--- src/include/io_channel_consts.svh ---
// Register offsets, field positions and reset values for the io channel bank
`ifndef IO_CHANNEL_CONSTS_SVH
`define IO_CHANNEL_CONSTS_SVH

`define CH_ADDR_W             4
`define CH_DATA_W             15
`define CH_NUM_OUT            3
`define CH_NUM_IN             6
`define CH_NUM_PINS           90

`define SUBSYS_CTRL_IDX       4'h0
`define RADAR_CTRL_IDX        4'h1
`define COUNTER_CTRL_IDX      4'h2
`define KEY_CODE_IDX          4'h3
`define MARK_RATE_IDX         4'h4
`define INERTIAL_STAT_IDX     4'h5
`define HAND_CTRL_IDX         4'h6
`define THRUSTER_FAIL_IDX     4'h7
`define RADAR_STAT_IDX        4'h8

`define OUT_RESET_VAL         15'h0000

`define KEY_CODE_MASK         15'h001F
`define MARK_RATE_MASK        15'h007C
`define INERTIAL_STAT_MASK    15'h7F7F
`define HAND_CTRL_MASK        15'h7FFF
`define THRUSTER_FAIL_MASK    15'h23FF
`define RADAR_STAT_MASK       15'h01FE

`endif

--- src/include/io_channel_pkg.sv ---
// Types shared by the io channel bank
package io_channel_pkg;

  typedef logic [14:0] chan_word_t;

  typedef enum logic [1:0] {
    ACC_IDLE,
    ACC_WRITE,
    ACC_READ
  } acc_kind_t;

endpackage

--- src/include/chan_store_if.sv ---
// Carrier between the channel bank and its output word store
`timescale 1ns/10ps

interface chan_store_if;
  logic                     wr_en;
  logic [1:0]               wr_sel;
  io_channel_pkg::chan_word_t wr_data;
  io_channel_pkg::chan_word_t out_word [3];

  modport bank  (output wr_en, output wr_sel, output wr_data, input out_word);
  modport store (input wr_en, input wr_sel, input wr_data, output out_word);
endinterface

--- src/core/out_channel_store.sv ---
// Holding registers for the three output channel words
`timescale 1ns/10ps
`include "io_channel_consts.svh"

module out_channel_store
(
  input  wire logic  core_clk_i,
  input  wire logic  rst_i,
  chan_store_if.store st
);

  typedef struct packed {
    io_channel_pkg::chan_word_t [2:0] word;
  } store_state_t;

  store_state_t state_reg;
  store_state_t state_next;

  always_comb
  begin
    state_next = state_reg;
    if (st.wr_en && (st.wr_sel < 2'h3))
    begin
      state_next.word[st.wr_sel] = st.wr_data;
    end
  end

  always_ff @(posedge core_clk_i or posedge rst_i)
  begin
    if (rst_i)
    begin
      state_reg <= '0;
    end
    else
    begin
      state_reg <= state_next;
    end
  end

  assign st.out_word[0] = state_reg.word[0];
  assign st.out_word[1] = state_reg.word[1];
  assign st.out_word[2] = state_reg.word[2];

endmodule // out_channel_store

--- src/core/io_channel_bank.sv ---
// Discrete output and input channel bank of the guidance computer
//
// Implementation choices: the address-and-strobe port and the address map.
`timescale 1ns/10ps
`include "io_channel_consts.svh"

// Functional notes
// Subsystem control bits 9..12 drive descent engine pitch and roll trim.
// Subsystem control bit 8 enables the inertial data display path.
// Subsystem control bit 13 commands landing radar antenna repositioning.
// Subsystem control bit 14 enables rendezvous radar auto tracking.
// Subsystem control bit 15 signals inertial unit turn-on delay complete.
// Radar control bits 1..4 select radar data source and readout.
// Radar control bits 5..7 uplink/downlink, bits 8..9 hand controller.
// Radar control bit 10 suppresses restart alarm for caution tests.
// Radar control bit 11 set enables standby circuits.
// Radar control bits 12..14 reset rotation, translation, thruster-fail interrupts.
// Radar control bit 15 enables jet timing counter decrement.
// Counter control bit 1 enables crosslink serial word logic.
// Counter control bits 2..3 control altitude and rate indicator logic.
// Counter control bit 4 enables descent throttle gating logic.
// Counter control bits 6..10 control gyro torquing during fine alignment.
// Bits 11..12 drive radar antenna; bits 13..15 drive inertial gimbals.
// Keyboard presents five-bit key code on key code bits 1..5.
// Mark inputs bits 3..5 buttons; bits 6..7 descent rate switch.
// Inertial status bits 1..11 report switches, converter, power, cage; bit 8 spare.
// Inertial status bits 12..13 fail flags, 14 delay request, 15 temperature.
// Hand controller bits 1..6 impulse, 7..12 translation, 13..15 mode.
// Thruster bits 1..8 failed pairs, 9..10 gimbal, 11..13 spare, 14 proceed.
// Radar status bit 1 spare, 2..4 rendezvous, 5..9 landing radar.
// Each channel holds fifteen bits; outputs written, inputs read by software.
// Output bits hold their written value until the channel is rewritten.
module io_channel_bank
(
  input  wire logic [3:0]   addr_i,
  input  wire logic         core_clk_i,
  input  wire logic         rst_i,
  input  wire logic [14:0]  wr_data_i,
  input  wire logic         wr_i,
  input  wire logic         rd_i,
  output logic      [14:0]  rd_data_o,
  input  wire logic [14:0]  key_code_pins_i,
  input  wire logic [14:0]  mark_rate_pins_i,
  input  wire logic [14:0]  inertial_stat_pins_i,
  input  wire logic [14:0]  hand_ctrl_pins_i,
  input  wire logic [14:0]  thruster_fail_pins_i,
  input  wire logic [14:0]  radar_stat_pins_i,
  output logic      [3:0]   descent_trim_o,
  output logic              display_inertial_en_o,
  output logic              landing_radar_position_o,
  output logic              rendezvous_radar_autotrack_o,
  output logic              turn_on_delay_done_o,
  output logic      [4:0]   subsystem_misc_o,
  output logic      [3:0]   radar_data_select_o,
  output logic      [2:0]   link_process_ctrl_o,
  output logic      [1:0]   hand_ctrl_process_o,
  output logic              restart_alarm_inhibit_o,
  output logic              standby_enable_o,
  output logic      [2:0]   interrupt_circuit_reset_o,
  output logic              jet_timing_counter_en_o,
  output logic              crosslink_enable_o,
  output logic      [1:0]   altitude_indicator_ctrl_o,
  output logic              throttle_gating_en_o,
  output logic              counter_spare_o,
  output logic      [4:0]   gyro_torque_ctrl_o,
  output logic      [1:0]   rendezvous_radar_drive_o,
  output logic      [2:0]   inertial_gimbal_drive_o
);

  ////////////////////////////////////////////////////////////////////////////
  // State

  typedef struct packed {
    io_channel_pkg::chan_word_t [5:0] sync1;
    io_channel_pkg::chan_word_t [5:0] sync2;
    io_channel_pkg::chan_word_t [5:0] sync3;
    io_channel_pkg::chan_word_t [5:0] stable;
    io_channel_pkg::chan_word_t       rd_data;
  } bank_state_t;

  bank_state_t state_reg;
  bank_state_t state_next;

  chan_store_if st();

  io_channel_pkg::chan_word_t pins_raw [6];
  io_channel_pkg::chan_word_t pin_mask [6];

  assign pins_raw[0] = key_code_pins_i;
  assign pins_raw[1] = mark_rate_pins_i;
  assign pins_raw[2] = inertial_stat_pins_i;
  assign pins_raw[3] = hand_ctrl_pins_i;
  assign pins_raw[4] = thruster_fail_pins_i;
  assign pins_raw[5] = radar_stat_pins_i;

  // Unused and spare bit positions read as zero whatever the pins carry
  assign pin_mask[0] = `KEY_CODE_MASK;
  assign pin_mask[1] = `MARK_RATE_MASK;
  assign pin_mask[2] = `INERTIAL_STAT_MASK;
  assign pin_mask[3] = `HAND_CTRL_MASK;
  assign pin_mask[4] = `THRUSTER_FAIL_MASK;
  assign pin_mask[5] = `RADAR_STAT_MASK;

  ////////////////////////////////////////////////////////////////////////////
  // Output word store

  out_channel_store u_store
  (
    .core_clk_i (core_clk_i),
    .rst_i      (rst_i),
    .st         (st)
  );

  // Writes to input channels or unmapped addresses are dropped
  assign st.wr_en   = wr_i && (addr_i <= `COUNTER_CTRL_IDX);
  assign st.wr_sel  = addr_i[1:0];
  assign st.wr_data = wr_data_i;

  ////////////////////////////////////////////////////////////////////////////
  // Pin synchronisers and read mux

  always_comb
  begin
    state_next = state_reg;
    for (int i = 0; i < 6; i++)
    begin
      state_next.sync1[i] = pins_raw[i];
      state_next.sync2[i] = state_reg.sync1[i];
      state_next.sync3[i] = state_reg.sync2[i];
      // A bit changes only once stages two and three agree
      for (int b = 0; b < 15; b++)
      begin
        if (state_reg.sync2[i][b] == state_reg.sync3[i][b])
        begin
          state_next.stable[i][b] = state_reg.sync3[i][b];
        end
      end
    end
    state_next.rd_data = 15'h0000;
    if (rd_i)
    begin
      case (addr_i)
        `SUBSYS_CTRL_IDX:   state_next.rd_data = st.out_word[0];
        `RADAR_CTRL_IDX:    state_next.rd_data = st.out_word[1];
        `COUNTER_CTRL_IDX:  state_next.rd_data = st.out_word[2];
        `KEY_CODE_IDX:      state_next.rd_data = state_reg.stable[0] & pin_mask[0];
        `MARK_RATE_IDX:     state_next.rd_data = state_reg.stable[1] & pin_mask[1];
        `INERTIAL_STAT_IDX: state_next.rd_data = state_reg.stable[2] & pin_mask[2];
        `HAND_CTRL_IDX:     state_next.rd_data = state_reg.stable[3] & pin_mask[3];
        `THRUSTER_FAIL_IDX: state_next.rd_data = state_reg.stable[4] & pin_mask[4];
        `RADAR_STAT_IDX:    state_next.rd_data = state_reg.stable[5] & pin_mask[5];
        default:            state_next.rd_data = 15'h0000;
      endcase
    end
  end

  always_ff @(posedge core_clk_i or posedge rst_i)
  begin
    if (rst_i)
    begin
      state_reg <= '0;
    end
    else
    begin
      state_reg <= state_next;
    end
  end

  assign rd_data_o = state_reg.rd_data;

  ////////////////////////////////////////////////////////////////////////////
  // Discrete outputs, held until the channel is rewritten

  assign subsystem_misc_o             = {st.out_word[0][6:4], st.out_word[0][1:0]};
  assign display_inertial_en_o        = st.out_word[0][7];
  assign descent_trim_o               = st.out_word[0][11:8];
  assign landing_radar_position_o     = st.out_word[0][12];
  assign rendezvous_radar_autotrack_o = st.out_word[0][13];
  assign turn_on_delay_done_o         = st.out_word[0][14];

  assign radar_data_select_o          = st.out_word[1][3:0];
  assign link_process_ctrl_o          = st.out_word[1][6:4];
  assign hand_ctrl_process_o          = st.out_word[1][8:7];
  assign restart_alarm_inhibit_o      = st.out_word[1][9];
  assign standby_enable_o             = st.out_word[1][10];
  assign interrupt_circuit_reset_o    = st.out_word[1][13:11];
  assign jet_timing_counter_en_o      = st.out_word[1][14];

  assign crosslink_enable_o           = st.out_word[2][0];
  assign altitude_indicator_ctrl_o    = st.out_word[2][2:1];
  assign throttle_gating_en_o         = st.out_word[2][3];
  assign counter_spare_o              = st.out_word[2][4];
  assign gyro_torque_ctrl_o           = st.out_word[2][9:5];
  assign rendezvous_radar_drive_o     = st.out_word[2][11:10];
  assign inertial_gimbal_drive_o      = st.out_word[2][14:12];

endmodule // io_channel_bank

--- config.mk ---
export PLATFORM = sky130hd
export DESIGN_NAME = io_channel_bank
export DESIGN_NICKNAME = d
export VERILOG_FILES = /design/src/include/io_channel_pkg.sv /design/src/include/chan_store_if.sv /design/src/core/out_channel_store.sv /design/src/core/io_channel_bank.sv
export VERILOG_INCLUDE_DIRS = /design/src /design/src/include
export SDC_FILE = /design/constraint.sdc
export NUM_CORES = 1
export LEC_CHECK = 0
export ABC_AREA = 0
export BUFFER_PORTS_ARGS = -buffer_cell sky130_fd_sc_hd__buf_2
export CAP_MARGIN = 20
export CORE_ASPECT_RATIO = 0.5
export CORE_MARGIN = 2
export CORE_UTILIZATION = 50
export DETAILED_ROUTE_END_ITERATION = 10
export PLACE_DENSITY = 0.76
export SLEW_MARGIN = 15
export SYNTH_ARGS = -nofsm -noshare
export SYNTH_HDL_FRONTEND = slang
export SYNTH_SLANG_ARGS = --single-unit
--- constraint.sdc ---
create_clock -name core_clk_i -period 9.73 [get_ports core_clk_i]
set_input_delay 1.4595 -clock core_clk_i [delete_from_list [all_inputs] [get_ports core_clk_i]]
set_output_delay 1.4595 -clock core_clk_i [all_outputs]
set_load 0.1 [all_outputs]
==> impl_metrics.tcl, run 1 <==
set metrics [dict create \
    wl_per_cell_um 19.60 \
    cap_violations 0 \
    critPathCaptureType "flip-flop" \
    layout-drive-gt1-share 0.3460 \
    dr.pass1.iters 4 \
    fp.coreArea_um2 19370 \
    ys.flop_type "dfrtp_1" \
    route.met2.wl_mm 8.766 \
    clk_path_buf_depth 3 \
    max-vdd-ir-drop_mv 0.1172 \
    avgViaCountPerCell 5.155 \
    nNetsFinal 806 \
    grt_pass1_vias 5317 \
    synthTopCellsByArea "dfrtp_1 74%, mux2_2 6.3%, maj3_1 5.9%, buf_4 4.0%, a22o_1 1.2%" \
    yosys.area.top_type "dfrtp_1" \
    initial_core_util 0.5074 \
    finalHoldViolations 0 \
    h-tree-depth 1 \
    ios 171 \
    cts_resized 0 \
    synth_cell_types 44 \
    hold_path_class "flip-flop to flip-flop" \
    wl_met1_mm 9.046 \
    topRoutingLayerUsed "met4" \
    ys.warnings.count 0 \
    cts_tree "built" \
    crit_slowest_cell "and2b_1" \
    synth_xor_area_frac 0 \
    final.period_utilization 0.3451 \
    cts_buffers 25 \
    crit_required_ns 10.12 \
    outcome "finished, final reports clean" \
    antenna_cells 0 \
    dp_hpwl_mm 11.78 \
    synthAdderAreaFrac 0.05908 \
    max_freq_mhz 297.8 \
    die_h_um 103.1 \
    syn_avg_cell_area_um2 16.57 \
    grt_max_degree 166 \
    dr_wl_met3_um 883 \
    crit_fanout 30 \
    synth_cells 593 \
    grt_usage 0.1868 \
    grt_first_pass_wirelength_mm 29.54 \
    synth_top_family_by_area "multiplexers" \
    cts_setup_buffers 0 \
    route.detailed.drc 0 \
    cp_slowest_stage_delay_ns 0.82 \
    rsz0062_at_grt "no" \
    synth_edf_count 0 \
    die_x_um 202.3 \
    max-slew-margin-rel 0.3790 \
    ys_ff_latch 292 \
    powerDensity_nw_per_um2 266.0 \
    yosysSeqAreaShare 0.7436 \
    vias 5036 \
    insertion_delay_ns 0.52 \
    wirelength_mm 19.15 \
    synthMuxAreaShare 0.07117 \
    numPortBuffers 138 \
    layout_commonest_cell "dfrtp_1" \
    holdBufCountCts 0 \
    cp-start-kind "input port" \
    die_area_um2 20860 \
    grt_overflow 0 \
    synth_area_um2 9827 \
    arrival_ns 3.74 \
    finalSetupViolCount 0 \
    hold_slack_ns 0.3476 \
    rows 36 \
    period_needed_ns 3.358 \
    synthSimpleGateAreaFrac 0.02521 \
    finalClockSkew_ns 0.01408 \
    fin_setup_tns_ns 0 \
    synthArstFlopShare 1.000 \
    cts.sinks 292 \
    path_delay_family "simple AND/OR/NAND/NOR gates" \
    antenna_left 0 \
    synthesis.nets 706 \
    synth_compound_gate_area_share 0.05271 \
    crit_buf_inv 1 \
    syn2layout_area_growth_pct 15.30 \
    grt_antenna_before_repair 0 \
    crit_type "input port to flip-flop" \
    path_clk_slew_ns 0.07 \
    path_cells "buf_2 > and2b_1 > nand3_2 > mux2_2" \
    synth_top_area_frac 0.7436 \
    most-common-layout-cells "292 x dfrtp_1, 138 x buf_2, 58 x maj3_1, 55 x mux2_2, 25 x clkbuf_16" \
    initialDrtViolationCount 217 \
    place.gp.congestion 0.7573 \
    drv_slew 0 \
    leakage_nw 5.149 \
    worst_pin_slew_ns 0.9296 \
    cts_root_buf "clkbuf_16" \
]
==> per-stage QoR <==
step	total power (W)	utilization	cells	instance area (µm²)	setup slack, ns
floorplan	0.001893	-	593	9827	0.2081
global placement	0.001946	0.5383	932	10430	5.871
detailed placement	0.001958	0.5383	932	10430	5.831
CTS	0.003042	0.5850	977	11330	6.362
global route	0.003123	0.5850	977	11330	6.295
finish	0.003014	0.5850	977	11330	6.372
==> area by class of cell <==
class,instances,area (µm²)
Fill cell,1513,8038
Sequential cell,292,7307
Multi-Input combinational cell,231,2046
Timing Repair Buffer,141,725.7
Clock buffer,35,723.2
Tap cell,266,332.8
Clock inverter,10,181.4
Inverter,2,15.01
==> power breakdown <==
part | internal [W] | total, W | switching (W)
clock network | 0.000652 | 0.00108 | 0.000428
logic | 0.000115 | 0.000548 | 0.000433
registers | 0.00132 | 0.00139 | 0.0000658
total | 0.00209 | 0.00301 | 0.000927
==> cell usage after synthesis, drive strengths merged (2+ instances only) <==
cell type and n:
inv 2, nand3b 2, nand2 7, nand3 6, a22oi 6, a21oi 13, nor3b 2, a21o 2
o21ai 4, maj3 58, nor2b 7, a31oi 2, a211o 2, nor3 2, a22o 13, a221oi 2
clkbuf 3, or2 3, nor2 8, dfrtp 292, and2b 2, mux2i 8, mux2 55, a32oi 13
buf 65, o22ai 2
==> final timing paths <==
kind	endpoint	start	slack, ns	cells past startpoint
max reg2reg	rd_data_o[6]$_DFF_PP0_	state_reg[81]$_DFFE_PP0N_	8.39	4
max	u_store.st.out_word[27]$_DFFE_PP0P_	addr_i[1]	6.37	4
max in group asynchronous	state_reg[153]$_DFF_PP0_	rst_i	7.20	3
min reg2reg	state_next[156]$_DFF_PP0_	state_next[246]$_DFF_PP0_	0.35	0
min in group asynchronous	state_next[227]$_DFF_PP0_	rst_i	1.08	2
min	state_next[156]$_DFF_PP0_	state_next[246]$_DFF_PP0_	0.35	0
==> logic make-up (layout without fill, tap and decap cells) <==
logic type	after synthesis	in the layout
AO/OA/AOI/OAI	68	68
adder cells (fa/ha/maj)	58	58
buffers and inverters	70	188
flip-flops	292	292
multiplexers	63	63
AND/OR/NAND/NOR	42	42
==> routing by layer <==
layer | vias to the layer above | GRT usage
li1 | 2241 | -
met1 | 2637 | 0.2687
met2 | 122 | 0.2919
met3 | 36 | 0.03856
met4 | 0 | 0.05783
met5 | - | 0
(Power assumes the default switching activity.)
==> inputs of run 2 (changes only) <==
Settings changed: CORE_UTILIZATION 50 to 55, PLACE_DENSITY 0.76 to 0.8.
Clock period 9.73 ns to 3.3 ns, I/O delays scaled along.
==> impl_metrics.tcl, run 2 (same netlist as run 1, synthesis figures left out) <==
set metrics [dict create \
    path_cells "buf_2 > nor2b_1 > buf_4 > nand3_2 > mux2_2" \
    path_clk_slew_ns 0.07 \
    grt_overflow 0 \
    grt_pass1_vias 5565 \
    critPathCaptureType "flip-flop" \
    syn2layout_area_growth_pct 14.29 \
    insertion_delay_ns 0.51 \
    drv_slew 0 \
    powerDensity_nw_per_um2 751.6 \
    cts_setup_buffers 0 \
    ios 171 \
    leakage_nw 5.128 \
    wirelength_mm 19.17 \
    grt_usage 0.2127 \
    cap_violations 0 \
    dp.cells 911 \
    fp.coreArea_um2 17440 \
    arrival_ns 2.43 \
    die_h_um 98.52 \
    path_delay_family "simple AND/OR/NAND/NOR gates" \
    total_power_w 0.008441 \
    crit_type "input port to flip-flop" \
    crit_buf_inv 2 \
    regToRegStartpoint "state_reg[81]$_DFFE_PP0N_" \
    wl_per_cell_um 20.17 \
    cts_tree "built" \
    crit_slowest_cell "buf_2" \
    most-common-layout-cells "292 x dfrtp_1, 138 x buf_2, 58 x maj3_1, 55 x mux2_2, 24 x clkbuf_16" \
    antenna_left 0 \
    grt_max_degree 75 \
    cts_root_buf "clkbuf_16" \
    cts_buffers 24 \
    hold_path_class "input port to flip-flop" \
    rr_endpoint "rd_data_o[6]$_DFF_PP0_" \
    grt_first_pass_wirelength_mm 30.68 \
    initial_core_util 0.5634 \
    ff2ff_path_depth 4 \
    hp-start "hand_ctrl_pins_i[8]" \
    cp_num_cells 5 \
    max_freq_mhz 489.7 \
    min_path_cells 1 \
    antenna_cells 0 \
    worst_pin_slew_ns 0.9635 \
    crit_fanout 22 \
    dr.pass1.iters 4 \
    die_area_um2 19020 \
    stdcell_count 950 \
    holdBufCountCts 0 \
    h-tree-depth 1 \
    clk_path_buf_depth 3 \
    numPortBuffers 138 \
    grt_antenna_before_repair 0 \
    layout_commonest_cell "dfrtp_1" \
    finalHoldViolations 0 \
    cp_slowest_stage_delay_ns 0.50 \
    cp-start-kind "input port" \
    fin_setup_tns_ns 0 \
    initialDrtViolationCount 244 \
    cts_resized 0 \
    max-slew-margin-rel 0.3562 \
    rows 34 \
    fin_util 0.6439 \
    finalSetupViolCount 0 \
    die_x_um 193.0 \
    nNetsFinal 816 \
    final.period_utilization 0.6188 \
    vias 5142 \
    r2r_setup_slack_ns 1.94 \
    crit_required_ns 3.69 \
    outcome "finished, final reports clean" \
    avgViaCountPerCell 5.413 \
    route.detailed.drc 0 \
    place.gp.congestion 0.7862 \
    max-vdd-ir-drop_mv 0.4149 \
    min_to "state_next[248]$_DFF_PP0_" \
    finalClockSkew_ns 0.008303 \
    rsz0062_at_grt "no" \
    period_needed_ns 2.042 \
    layout-drive-gt1-share 0.3506 \
    dp_hpwl_mm 12.65 \
    cts.sinks 292 \
]
run 2: cell types whose count changed in the layout (fill, tap and decap cells not counted), sizes merged:
cell      before  now
clkinv         3    4
inv            3    1
buf          141  152
bufinv         5    1
clkinvlp       1    2
clkbuf        35   33
run 2: per-stage QoR:
stage	hold WS (ns)	setup slack [ns]	cell area (µm²)
after detailed placement	0.3347	0.8024	10480
after global placement	0.3331	0.8318	10480
after CTS	0.06000	1.330	11230
after global routing	0.05309	1.227	11230
final	0.08216	1.258	11230
after floorplan	0.3312	-1.070	9831
run 2: where the power goes:
| group | switching, W | leakage, nW | total [W] | internal [W] |
|---|---|---|---|---|
| clock network | 0.00119 | 0.369 | 0.00272 | 0.00152 |
| logic | 0.00128 | 1.29 | 0.00163 | 0.000349 |
| registers | 0.000197 | 3.46 | 0.00409 | 0.00389 |
run 2: final cells by class:
class	instances	area [µm²]
Clock buffer	33	684.4
Clock inverter	6	68.82
Fill cell	1269	6211
Inverter	2	11.26
Multi-Input combinational cell	231	2046
Sequential cell	292	7307
Tap cell	234	292.8
Timing Repair Buffer	152	820.8
run 2: how the worst max path moves through the flow:
stage | start | to | slack [ns]
2_1_floorplan | rst_i | rd_data_o[0]$_DFF_PP0_ | -1.07
3_3_place_gp | addr_i[1] | u_store.st.out_word[7]$_DFFE_PP0P_ | 0.83
3_5_place_dp | addr_i[1] | u_store.st.out_word[2]$_DFFE_PP0P_ | 0.80
4_1_cts | addr_i[1] | u_store.st.out_word[2]$_DFFE_PP0P_ | 1.33
5_1_grt | addr_i[1] | u_store.st.out_word[4]$_DFFE_PP0P_ | 1.23
6_report | addr_i[1] | u_store.st.out_word[4]$_DFFE_PP0P_ | 1.26
run 2: worst reg2reg max path, delay by kind of cell, from the launching register on:
| kind | cells | cell delay (ns) |
|---|---|---|
| simple gates | 1 | 0.18 |
| compound gates | 3 | 0.67 |
| flops | 1 | 0.39 |
run 2: metal layers:
metal | vias to the layer above | GRT usage | routed length, µm
li1 | 2255 | - | -
met1 | 2706 | 0.3147 | 8762
met2 | 146 | 0.3253 | 8857
met3 | 35 | 0.04202 | 1061
met4 | 0 | 0.06469 | 484
met5 | - | 0 | 0
